File: src/hw/tce_pkg.sv
`default_nettype none
package tce_pkg;
    // ------------------------------------------------------------
    // Register byte offsets
    // ------------------------------------------------------------
    localparam logic [7:0] TCE_OFS_UNIT   = 8'h00; // Unit clock enable
    localparam logic [7:0] TCE_OFS_MODE   = 8'h04; // Channel mode
    localparam logic [7:0] TCE_OFS_TRIG   = 8'h08; // Start and stop triggers
    localparam logic [7:0] TCE_OFS_STAT   = 8'h0c; // Enable status
    localparam logic [7:0] TCE_OFS_DATA   = 8'h10; // Reload value
    localparam logic [7:0] TCE_OFS_COUNT  = 8'h14; // Down counter
    localparam logic [7:0] TCE_OFS_OUTC   = 8'h18; // Output control
    localparam logic [7:0] TCE_OFS_PORT   = 8'h1c; // Port latch and port mode
    localparam logic [7:0] TCE_OFS_CSTAT  = 8'h20; // Channel status, unused

    // ------------------------------------------------------------
    // Field positions
    // ------------------------------------------------------------
    localparam int TCE_B_UNIT_EN   = 0;  // UNIT: unit clock enable
    localparam int TCE_B_START_IRQ = 0;  // MODE: irq and toggle at start load
    localparam int TCE_B_EVT_MODE  = 1;  // MODE: 1 = event counter
    localparam int TCE_B_EDGE_LO   = 2;  // MODE: edge select, 2 bits
    localparam int TCE_B_PSC_LO    = 4;  // MODE: prescale shift, 4 bits
    localparam int TCE_B_START     = 0;  // TRIG: start trigger
    localparam int TCE_B_STOP      = 1;  // TRIG: stop trigger
    localparam int TCE_B_ENA       = 0;  // STAT: enable status
    localparam int TCE_B_OUT       = 0;  // OUTC: channel output bit
    localparam int TCE_B_OE        = 1;  // OUTC: output enable
    localparam int TCE_B_OMODE     = 2;  // OUTC: output mode bit
    localparam int TCE_B_OLEVEL    = 3;  // OUTC: output level bit
    localparam int TCE_B_LATCH     = 0;  // PORT: port latch
    localparam int TCE_B_PMODE     = 1;  // PORT: port mode, 0 = output

    // ------------------------------------------------------------
    // Widths and reset values
    // ------------------------------------------------------------
    localparam int          TCE_CW         = 16;     // Counter width
    localparam logic [7:0]  TCE_MODE_RST   = 8'h00;
    localparam logic [15:0] TCE_DATA_RST   = 16'h0000;
    localparam logic [3:0]  TCE_OUTC_RST   = 4'h0;
    localparam logic [1:0]  TCE_PORT_RST   = 2'h2;   // Port in input mode

    // Edge select codes
    localparam logic [1:0]  TCE_EDGE_RISE  = 2'h0;
    localparam logic [1:0]  TCE_EDGE_FALL  = 2'h1;

    // Channel sequencing states
    typedef enum logic [1:0] {
        TCE_IDLE  = 2'b00,   // Stopped, counter frozen
        TCE_ARMED = 2'b01,   // Started, waiting first count clock
        TCE_RUN   = 2'b10    // Counting
    } tce_state_t;
endpackage
`default_nettype wire

File: src/hw/tce_count_clock.sv
`default_nettype none
// Count clock prescaler: one tick every 2**shiftSel cycles
module tce_count_clock
    import tce_pkg::*;
(
    input  wire logic       clk,
    input  wire logic       sys_rst,
    input  wire logic       run,
    input  wire logic [3:0] shiftSel,
    output logic            tick
);
    logic [15:0] cnt_q;    // Prescale counter
    logic [15:0] cnt_d;
    logic        tick_q;   // Registered tick
    logic        tick_d;
    logic [15:0] limit;    // Terminal value

    // ------------------------------------------------------------
    // Next state
    // ------------------------------------------------------------
    always_comb begin
        limit  = 16'((17'h1 << shiftSel) - 17'h1);
        cnt_d  = cnt_q;
        tick_d = 1'b0;
        if (!run) begin
            // Held clear while the unit is off
            cnt_d = 16'h0000;
        end else if (cnt_q == limit) begin
            cnt_d  = 16'h0000;
            tick_d = 1'b1;
        end else begin
            cnt_d = cnt_q + 16'h0001;
        end
    end

    always_ff @(posedge clk) begin
        if (sys_rst) begin
            cnt_q  <= 16'h0000;
            tick_q <= 1'b0;
        end else begin
            cnt_q  <= cnt_d;
            tick_q <= tick_d;
        end
    end

    assign tick = tick_q;
endmodule
`default_nettype wire

File: src/hw/tce_edge_detect.sv
`default_nettype none
// Pin synchroniser and valid edge detector
module tce_edge_detect
    import tce_pkg::*;
(
    input  wire logic       clk,
    input  wire logic       sys_rst,
    input  wire logic       pinIn,
    input  wire logic [1:0] edgeSel,
    output logic            edgePulse
);
    logic sync1_q;   // First stage, read only by sync2_q
    logic sync2_q;   // Second stage
    logic prev_q;    // Previous synchronised level
    logic pulse_d;

    // ------------------------------------------------------------
    // Edge qualification
    // ------------------------------------------------------------
    always_comb begin
        unique case (edgeSel)
            TCE_EDGE_RISE: pulse_d = sync2_q & ~prev_q;
            TCE_EDGE_FALL: pulse_d = ~sync2_q & prev_q;
            default:       pulse_d = sync2_q ^ prev_q;   // Both edges
        endcase
    end

    always_ff @(posedge clk) begin
        if (sys_rst) begin
            sync1_q <= 1'b0;
            sync2_q <= 1'b0;
            prev_q  <= 1'b0;
        end else begin
            sync1_q <= pinIn;
            sync2_q <= sync1_q;
            prev_q  <= sync2_q;
        end
    end

    assign edgePulse = pulse_d;
endmodule
`default_nettype wire

File: src/hw/tce_timer.sv
`default_nettype none
// Summary of operation
// - Start trigger always reads back zero
// - Start sets enable; next tick loads counter
// - Start load irq and toggle if mode set
// - Mode bit clear: no start irq, toggle
// - Decrement per tick; zero reloads, irq, toggles
// - Period is tick times reload plus one
// - Counter readable anytime; channel status register unused
// - Stop trigger self-clears, clears enable, halts
// - Stop freezes counter, output keeps level
// - Enabling output while stopped keeps level
// - Port output, latch zero: pin follows output
// - Output enable clear: software sets output
// - Unit disable resets channel, pin to port
// - Event irq after reload plus one edges
// - Event start loads counter from reload value
// - Event mode decrements per valid edge
// - Event zero reloads, raises irq, repeats
// - New reload value used at next reload
module tce_timer
    import tce_pkg::*;
(
    input  wire logic        clk,
    input  wire logic        sys_rst,
    // APB slave
    input  wire logic        psel,
    input  wire logic        penable,
    input  wire logic        pwrite,
    input  wire logic [7:0]  paddr,
    input  wire logic [31:0] pwdata,
    output logic [31:0]      prdata,
    output logic             pready,
    output logic             pslverr,
    // Timer input pin, asynchronous
    input  wire logic        timerInputPin,
    // Output pin, drive and enable
    output logic             chanPinOut,
    output logic             chanPinOe,
    // Channel interrupt, one-cycle pulse
    output logic             chanInterrupt,
    // Channel enable status
    output logic             chanEnableStatus
);
    // ------------------------------------------------------------
    // Bus state
    // ------------------------------------------------------------
    logic        pready_q;     // Access acknowledge
    logic        pready_d;
    logic        pslverr_q;    // Unmapped address answer
    logic        pslverr_d;
    logic [31:0] prdata_q;     // Read data
    logic [31:0] prdata_d;
    logic        wrEn;         // Write takes effect this edge
    logic        mapped;       // Address decodes

    // ------------------------------------------------------------
    // Register and channel state
    // ------------------------------------------------------------
    logic               unitEn_q;     // Unit clock enable
    logic               unitEn_d;
    logic [7:0]         chanMode_q;   // Channel mode register
    logic [7:0]         chanMode_d;
    logic [TCE_CW-1:0]  reloadVal_q;  // Reload value
    logic [TCE_CW-1:0]  reloadVal_d;
    logic [TCE_CW-1:0]  downCnt_q;    // Down counter
    logic [TCE_CW-1:0]  downCnt_d;
    logic [3:0]         outCtl_q;     // Output control bits
    logic [3:0]         outCtl_d;
    logic [1:0]         portCtl_q;    // Port latch and mode
    logic [1:0]         portCtl_d;
    logic               enaStat_q;    // Channel enable status
    logic               enaStat_d;
    logic               irq_q;        // Interrupt pulse
    logic               irq_d;
    tce_state_t         state_q;
    tce_state_t         state_d;
    logic               pinOut_q;     // Pin drive
    logic               pinOut_d;
    logic               pinOe_q;      // Pin enable
    logic               pinOe_d;

    // ------------------------------------------------------------
    // Decoded strobes
    // ------------------------------------------------------------
    logic startTrig;    // Start trigger write
    logic stopTrig;     // Stop trigger write
    logic countTick;    // Count clock tick
    logic validEdge;    // Qualified pin edge
    logic evtMode;      // Event counter mode
    logic step;         // One count event
    logic atZero;       // Terminal count

    // ------------------------------------------------------------
    // Count clock and pin edge sources
    // ------------------------------------------------------------
    tce_count_clock u_cclk (
        .clk      (clk),
        .sys_rst  (sys_rst),
        .run      (unitEn_q),
        .shiftSel (chanMode_q[TCE_B_PSC_LO +: 4]),
        .tick     (countTick)
    );

    tce_edge_detect u_edge (
        .clk       (clk),
        .sys_rst   (sys_rst),
        .pinIn     (timerInputPin),
        .edgeSel   (chanMode_q[TCE_B_EDGE_LO +: 2]),
        .edgePulse (validEdge)
    );

    // ------------------------------------------------------------
    // APB slave: one wait state, registered answer
    // ------------------------------------------------------------
    assign wrEn = psel & penable & pready_q & pwrite;

    always_comb begin
        mapped   = 1'b1;
        prdata_d = 32'h0000_0000;
        unique case (paddr)
            TCE_OFS_UNIT:  prdata_d[TCE_B_UNIT_EN] = unitEn_q;
            TCE_OFS_MODE:  prdata_d[7:0] = chanMode_q;
            TCE_OFS_TRIG:  prdata_d = 32'h0000_0000;
            TCE_OFS_STAT:  prdata_d[TCE_B_ENA] = enaStat_q;
            TCE_OFS_DATA:  prdata_d[TCE_CW-1:0] = reloadVal_q;
            TCE_OFS_COUNT: prdata_d[TCE_CW-1:0] = downCnt_q;
            TCE_OFS_OUTC:  prdata_d[3:0] = outCtl_q;
            TCE_OFS_PORT:  prdata_d[1:0] = portCtl_q;
            TCE_OFS_CSTAT: prdata_d = 32'h0000_0000;
            default:       mapped = 1'b0;
        endcase
        // Answer one cycle into the access phase
        pready_d  = psel & penable & ~pready_q;
        pslverr_d = psel & penable & ~pready_q & ~mapped;
        if (!(psel & penable & ~pready_q)) begin
            prdata_d = prdata_q;
        end
    end

    always_ff @(posedge clk) begin
        if (sys_rst) begin
            pready_q  <= 1'b0;
            pslverr_q <= 1'b0;
            prdata_q  <= 32'h0000_0000;
        end else begin
            pready_q  <= pready_d;
            pslverr_q <= pslverr_d;
            prdata_q  <= prdata_d;
        end
    end

    // ------------------------------------------------------------
    // Trigger decode; triggers are never stored
    // ------------------------------------------------------------
    assign startTrig = wrEn & unitEn_q & (paddr == TCE_OFS_TRIG)
                     & pwdata[TCE_B_START];
    assign stopTrig  = wrEn & unitEn_q & (paddr == TCE_OFS_TRIG)
                     & pwdata[TCE_B_STOP];
    assign evtMode   = chanMode_q[TCE_B_EVT_MODE];
    assign step      = evtMode ? validEdge : countTick;
    assign atZero    = (downCnt_q == '0);

    // ------------------------------------------------------------
    // Channel next state
    // ------------------------------------------------------------
    always_comb begin
        unitEn_d    = unitEn_q;
        chanMode_d  = chanMode_q;
        reloadVal_d = reloadVal_q;
        downCnt_d   = downCnt_q;
        outCtl_d    = outCtl_q;
        portCtl_d   = portCtl_q;
        enaStat_d   = enaStat_q;
        state_d     = state_q;
        irq_d       = 1'b0;

        // Register writes; port register stays alive when unit is off
        if (wrEn && paddr == TCE_OFS_UNIT) begin
            unitEn_d = pwdata[TCE_B_UNIT_EN];
        end
        if (wrEn && paddr == TCE_OFS_PORT) begin
            portCtl_d = pwdata[1:0];
        end
        if (wrEn && unitEn_q) begin
            unique case (paddr)
                TCE_OFS_MODE: chanMode_d = pwdata[7:0];
                // Takes effect at the next reload only
                TCE_OFS_DATA: reloadVal_d = pwdata[TCE_CW-1:0];
                TCE_OFS_OUTC: begin
                    outCtl_d[3:1] = pwdata[3:1];
                    // Direct write only while output enable is clear
                    if (!outCtl_q[TCE_B_OE]) begin
                        outCtl_d[TCE_B_OUT] = pwdata[TCE_B_OUT];
                    end
                end
                default: ;
            endcase
        end

        // Sequencing
        if (stopTrig) begin
            // Counter and output hold their values
            enaStat_d = 1'b0;
            state_d   = TCE_IDLE;
        end else if (startTrig) begin
            enaStat_d = 1'b1;
            if (evtMode) begin
                downCnt_d = reloadVal_q;
                state_d   = TCE_RUN;
            end else begin
                state_d = TCE_ARMED;
            end
        end else begin
            unique case (state_q)
                TCE_IDLE: ;
                TCE_ARMED: begin
                    if (countTick) begin
                        downCnt_d = reloadVal_q;
                        state_d   = TCE_RUN;
                        // Start irq only in start-irq mode
                        if (chanMode_q[TCE_B_START_IRQ]) begin
                            irq_d = 1'b1;
                            if (outCtl_q[TCE_B_OE]) begin
                                outCtl_d[TCE_B_OUT] = ~outCtl_q[TCE_B_OUT];
                            end
                        end
                    end
                end
                TCE_RUN: begin
                    if (step) begin
                        if (atZero) begin
                            // Period = reload value plus one steps
                            downCnt_d = reloadVal_q;
                            irq_d     = 1'b1;
                            if (outCtl_q[TCE_B_OE]) begin
                                outCtl_d[TCE_B_OUT] = ~outCtl_q[TCE_B_OUT];
                            end
                        end else begin
                            downCnt_d = downCnt_q - 16'h0001;
                        end
                    end
                end
                default: state_d = TCE_IDLE;
            endcase
        end

        // Unit shutdown clears every channel register except the port register
        if (!unitEn_q) begin
            chanMode_d  = TCE_MODE_RST;
            reloadVal_d = TCE_DATA_RST;
            downCnt_d   = '0;
            outCtl_d    = TCE_OUTC_RST;
            enaStat_d   = 1'b0;
            state_d     = TCE_IDLE;
            irq_d       = 1'b0;
        end
    end

    always_ff @(posedge clk) begin
        if (sys_rst) begin
            unitEn_q    <= 1'b0;
            chanMode_q  <= TCE_MODE_RST;
            reloadVal_q <= TCE_DATA_RST;
            downCnt_q   <= '0;
            outCtl_q    <= TCE_OUTC_RST;
            portCtl_q   <= TCE_PORT_RST;
            enaStat_q   <= 1'b0;
            state_q     <= TCE_IDLE;
            irq_q       <= 1'b0;
        end else begin
            unitEn_q    <= unitEn_d;
            chanMode_q  <= chanMode_d;
            reloadVal_q <= reloadVal_d;
            downCnt_q   <= downCnt_d;
            outCtl_q    <= outCtl_d;
            portCtl_q   <= portCtl_d;
            enaStat_q   <= enaStat_d;
            state_q     <= state_d;
            irq_q       <= irq_d;
        end
    end

    // ------------------------------------------------------------
    // Pin multiplex: latch ORed with channel output
    // ------------------------------------------------------------
    // Latch zero lets the output through; with the unit off the
    // output bit is zero, so the latch alone drives the pin.
    always_comb begin
        pinOut_d = portCtl_q[TCE_B_LATCH]
                 | (unitEn_q & outCtl_q[TCE_B_OUT]);
        pinOe_d  = ~portCtl_q[TCE_B_PMODE];
    end

    always_ff @(posedge clk) begin
        if (sys_rst) begin
            pinOut_q <= 1'b0;
            pinOe_q  <= 1'b0;
        end else begin
            pinOut_q <= pinOut_d;
            pinOe_q  <= pinOe_d;
        end
    end

    // ------------------------------------------------------------
    // Outputs straight from flip-flops
    // ------------------------------------------------------------
    assign prdata           = prdata_q;
    assign pready           = pready_q;
    assign pslverr          = pslverr_q;
    assign chanPinOut       = pinOut_q;
    assign chanPinOe        = pinOe_q;
    assign chanInterrupt    = irq_q;
    assign chanEnableStatus = enaStat_q;
endmodule
`default_nettype wire

File: config.mk
export PLATFORM = sky130hd
export DESIGN_NAME = tce_timer
export DESIGN_NICKNAME = d
export VERILOG_FILES = /design/src/hw/tce_pkg.sv /design/src/hw/tce_count_clock.sv /design/src/hw/tce_edge_detect.sv /design/src/hw/tce_timer.sv
export SDC_FILE = /design/constraint.sdc
export NUM_CORES = 1
export LEC_CHECK = 0
export BUFFER_PORTS_ARGS = -buffer_cell sky130_fd_sc_hd__buf_2
export CAP_MARGIN = 10
export CORE_MARGIN = 3
export CORE_UTILIZATION = 60
export DETAILED_ROUTE_END_ITERATION = 7
export PLACE_DENSITY_LB_ADDON = 0.08
export SLEW_MARGIN = 10
export SYNTH_ARGS = -nofsm -noshare
export SYNTH_HDL_FRONTEND = slang
export SYNTH_SLANG_ARGS = --single-unit
File: constraint.sdc
create_clock -name clk -period 9.4 [get_ports clk]
set_input_delay 0.47 -clock clk [delete_from_list [all_inputs] [get_ports clk]]
set_output_delay 0.47 -clock clk [all_outputs]
set_load 0.1 [all_outputs]
==> results.toml <==
[flow_run]
maxCapViolations = 0

[pwr]
p_leak_nw = 1.899
finalPower_uw = 729.2
power_density_nw_per_um2 = 133.0
ir_drop_uv = 88.85

[floorplan]
start_util = 0.6189
die_w_um = 98.30
die_y_um = 98.30
boundaryPins = 84
coreArea_um2 = 8258
rows = 33
die-area_um2 = 9662

[global_route]
grt_use_met3 = 0.03929
grt_max_degree = 44
grt_pass1_vias = 4441
grt_pass1_wl_um = 21140
grt_use_total = 0.2634
gr-max-usage-layer = "met2"
grtUsageMet1 = 0.3440
met2_usage = 0.4446
grt_overflow = 0
antenna_found_initial = 0

[setup_path]
cp-startpoint = "chanMode_q[7]"
crit_path_top_delay_cell = "nor4b_4"
crit_type = "flop to flop"
cp.depth = 8
cp_max_fo = 28
path_delay_family = "simple AND/OR/NAND/NOR gates"
max_stage_delay_ps = 1010
r2r-start = "chanMode_q[7]"
worstPathRequired_ps = 9710
path_buf_inv = 0
regToRegSetupSlack_ps = 4800
r2r-end = "u_cclk.tick"
path_common_cell = "or3b_2"
cp_data_arrival_time_ps = 4920
endpoint_kind = "flop"
cp-endpoint = "u_cclk.tick"
reg2reg_depth = 8
start_kind = "flop"
path_cells = "nor2_1, nand2_1, ha_1, or3b_2, or3b_2, a2111oi_4, nor4b_4, and2_1"

[final_layout]
drive_above_1_share = 0.1512
antenna_cells = 0
utilization = 0.6638
syn_to_final_growth_pct = 7.246
final_nets = 731

[clocking]
cts_buffer_depth = 2
cts_resized = 0
cts-buffers-inserted = 9
worstSkewPairLatency_ps = 370
cts_setup_buffers = 0
clock_sinks = 91
h-tree-depth = 3
cts_tree = "done"
cts-hold-fix-buffers = 0
cts_root_buf = "clkbuf_8"
path_clk_slew_ps = 100

[worst_hold_path]
holdCritPathClass = "primary input to flop"

[synthesis]
async_reset_ff_frac = 0
yosys_most_used_dff = "dfxtp_1"
synth_cells = 653
yosysWarnings = 0
netlist_top_cells_area = "dfxtp_1 (36%), nand2_1 (5.9%), a21oi_1 (5.6%)"
synth_top_area_cell = "dfxtp_1"
syn_area_per_cell_um2 = 7.827
seq_area_frac_synth = 0.3564
synth_edf_count = 0
synth_top_area_share = 0.3564
synth.distinct_cells = 70
netlist_area_um2 = 5111
ys_seq_elements = 91

[timing]
fmax_mhz = 217.2
hold_viol_final = 0
drv_slew = 0
rsz0062_at_grt = "false"
finalClockSkew_ps = 12.55
layout_min_cycle_time_ps = 4603
fin_crit_sh = 0.4897
finalSetupViolCount = 0
fin_tns_setup_ps = 0
max_slew_margin = 0.2006
worstMarginPinSlew_ps = 1194

[drt]
drt_pass1_iterations = 5
drt_wl_total_um = 13020
drc = 0
via_per_inst = 6.266
ant_nets = 0
vias = 4925
routedWlPerCell_um = 16.56
drtIter0Drc = 371

[placement]
dpl.hpwl_um = 8940
io_buffers = 51
gp_congestion = 0.8933

[outcome]
status = "finished clean"
==> final cells by class <==
cell class	instances	area [um^2]
multi-input cells	501	2977
fillers	732	2776
flip-flops and latches	91	1822
repair buffers	59	315.3
well taps	105	131.4
clock buffers	9	123.9
clock inverters	7	60.06
inverters	14	52.55
==> synthesized netlist by cell type, types with 4 or more instances <==
cell type,instances
a211oi_1,7
a21oi_1,57
a221oi_1,14
a222oi_1,4
a2bb2oi_1,4
and3_1,6
buf_1,5
buf_2,13
buf_4,16
clkbuf_1,27
dfxtp_1,91
ha_1,9
inv_1,14
mux2i_1,5
nand2_1,81
nand2b_1,6
nand3_1,25
nand4_1,4
nor2_1,68
nor2b_1,10
nor3_1,33
nor3_2,7
nor4_1,11
o211ai_1,14
o21ai_0,20
o22ai_1,4
or4_1,7
xnor2_1,13
xor2_1,8
==> metal layers <==
metal  wire length (um)  up-vias
met5                  0        -
met4                267        0
met3                869       22
met2               6367      194
met1               5510     2342
li1                   -     2367
==> worst min path at each step <==
stage / slack, ps / to / cells after the start / startpoint
final: 310 / u_edge.sync1_q / 2 / timerInputPin
after global routing: 320 / reloadVal_q[13] / 3 / pwdata[13]
after CTS: 300 / u_edge.sync1_q / 2 / timerInputPin
after detailed placement: 460 / outCtl_q[2] / 2 / outCtl_q[2]
after global placement: 440 / outCtl_q[3] / 2 / outCtl_q[3]
after floorplan: 410 / chanPinOe / 1 / portCtl_q[1]
==> cells in the final DEF, fill, tap and decap left out, types with 4 or more instances in the layout <==
cell	instances
dfxtp_1	91
nand2_1	81
nor2_1	68
a21oi_1	57
buf_2	51
nor3_1	33
nand3_1	25
o21ai_0	20
conb_1	16
inv_1	14
a221oi_1	14
o211ai_1	14
xnor2_1	13
nor4_1	11
nor2b_1	10
ha_1	9
clkbuf_8	9
xor2_1	8
buf_4	8
or4_1	7
a211oi_1	7
nor3_2	7
nand2b_1	6
and3_1	6
mux2i_1	5
nand4_1	4
o22ai_1	4
a222oi_1	4
a2bb2oi_1	4
==> worst reg2reg max path: stages (launching register included) <==
cell	delay, ps
dfxtp_1	940
nor2_1	190
nand2_1	110
ha_1	640
or3b_2	530
or3b_2	520
a2111oi_4	360
nor4b_4	1010
and2_1	240
==> metrics by stage <==
step / instances / hold WS (ps) / cell area (um^2) / worst slack, ps
6_report: 786 / 307.3 / 5482 / 4797
5_1_grt: 786 / 316.6 / 5482 / 4539
4_1_cts: 786 / 301.1 / 5482 / 4855
3_5_place_dp: 770 / 458.0 / 5298 / 4887
3_3_place_gp: 770 / 443.9 / 5298 / 4998
2_1_floorplan: 668 / 406.9 / 5167 / 6060
==> sequential cells by signal, indices dropped and copies added, names as in the netlist <==
name / cells
downCnt_q: 16
prdata: 16
reloadVal_q: 16
u_cclk.cnt_q: 16
chanMode_q: 8
outCtl_q: 4
portCtl_q: 2
state_q: 2
chanEnableStatus: 1
chanInterrupt: 1
chanPinOe: 1
chanPinOut: 1
pready: 1
pslverr: 1
u_cclk.tick: 1
u_edge.prev_q: 1
u_edge.sync1_q: 1
u_edge.sync2_q: 1
unitEn_q: 1
==> where the power goes <==
part	total (mW)	switching [mW]	internal, mW
sequential	0.391	0.00210	0.389
combinational	0.0826	0.0700	0.0125
clock	0.255	0.154	0.101
total	0.729	0.226	0.503
==> cell families (layout without fill, tap and decap cells) <==
| group | count (synthesis) | count (layout) | synth area share |
|---|---|---|---|
| compound gates | 161 | 161 | 0.2113 |
| xor+xnor | 21 | 21 | 0.03599 |
| fa+ha+maj | 9 | 9 | 0.02203 |
| buf+inv | 76 | 89 | 0.07222 |
| flops | 91 | 91 | 0.3564 |
| mux | 6 | 6 | 0.01200 |
| other cells | 1 | 16 | 0.0007337 |
| simple gates | 288 | 288 | 0.2894 |
Note: power is estimated with default switching activity, not from simulation.
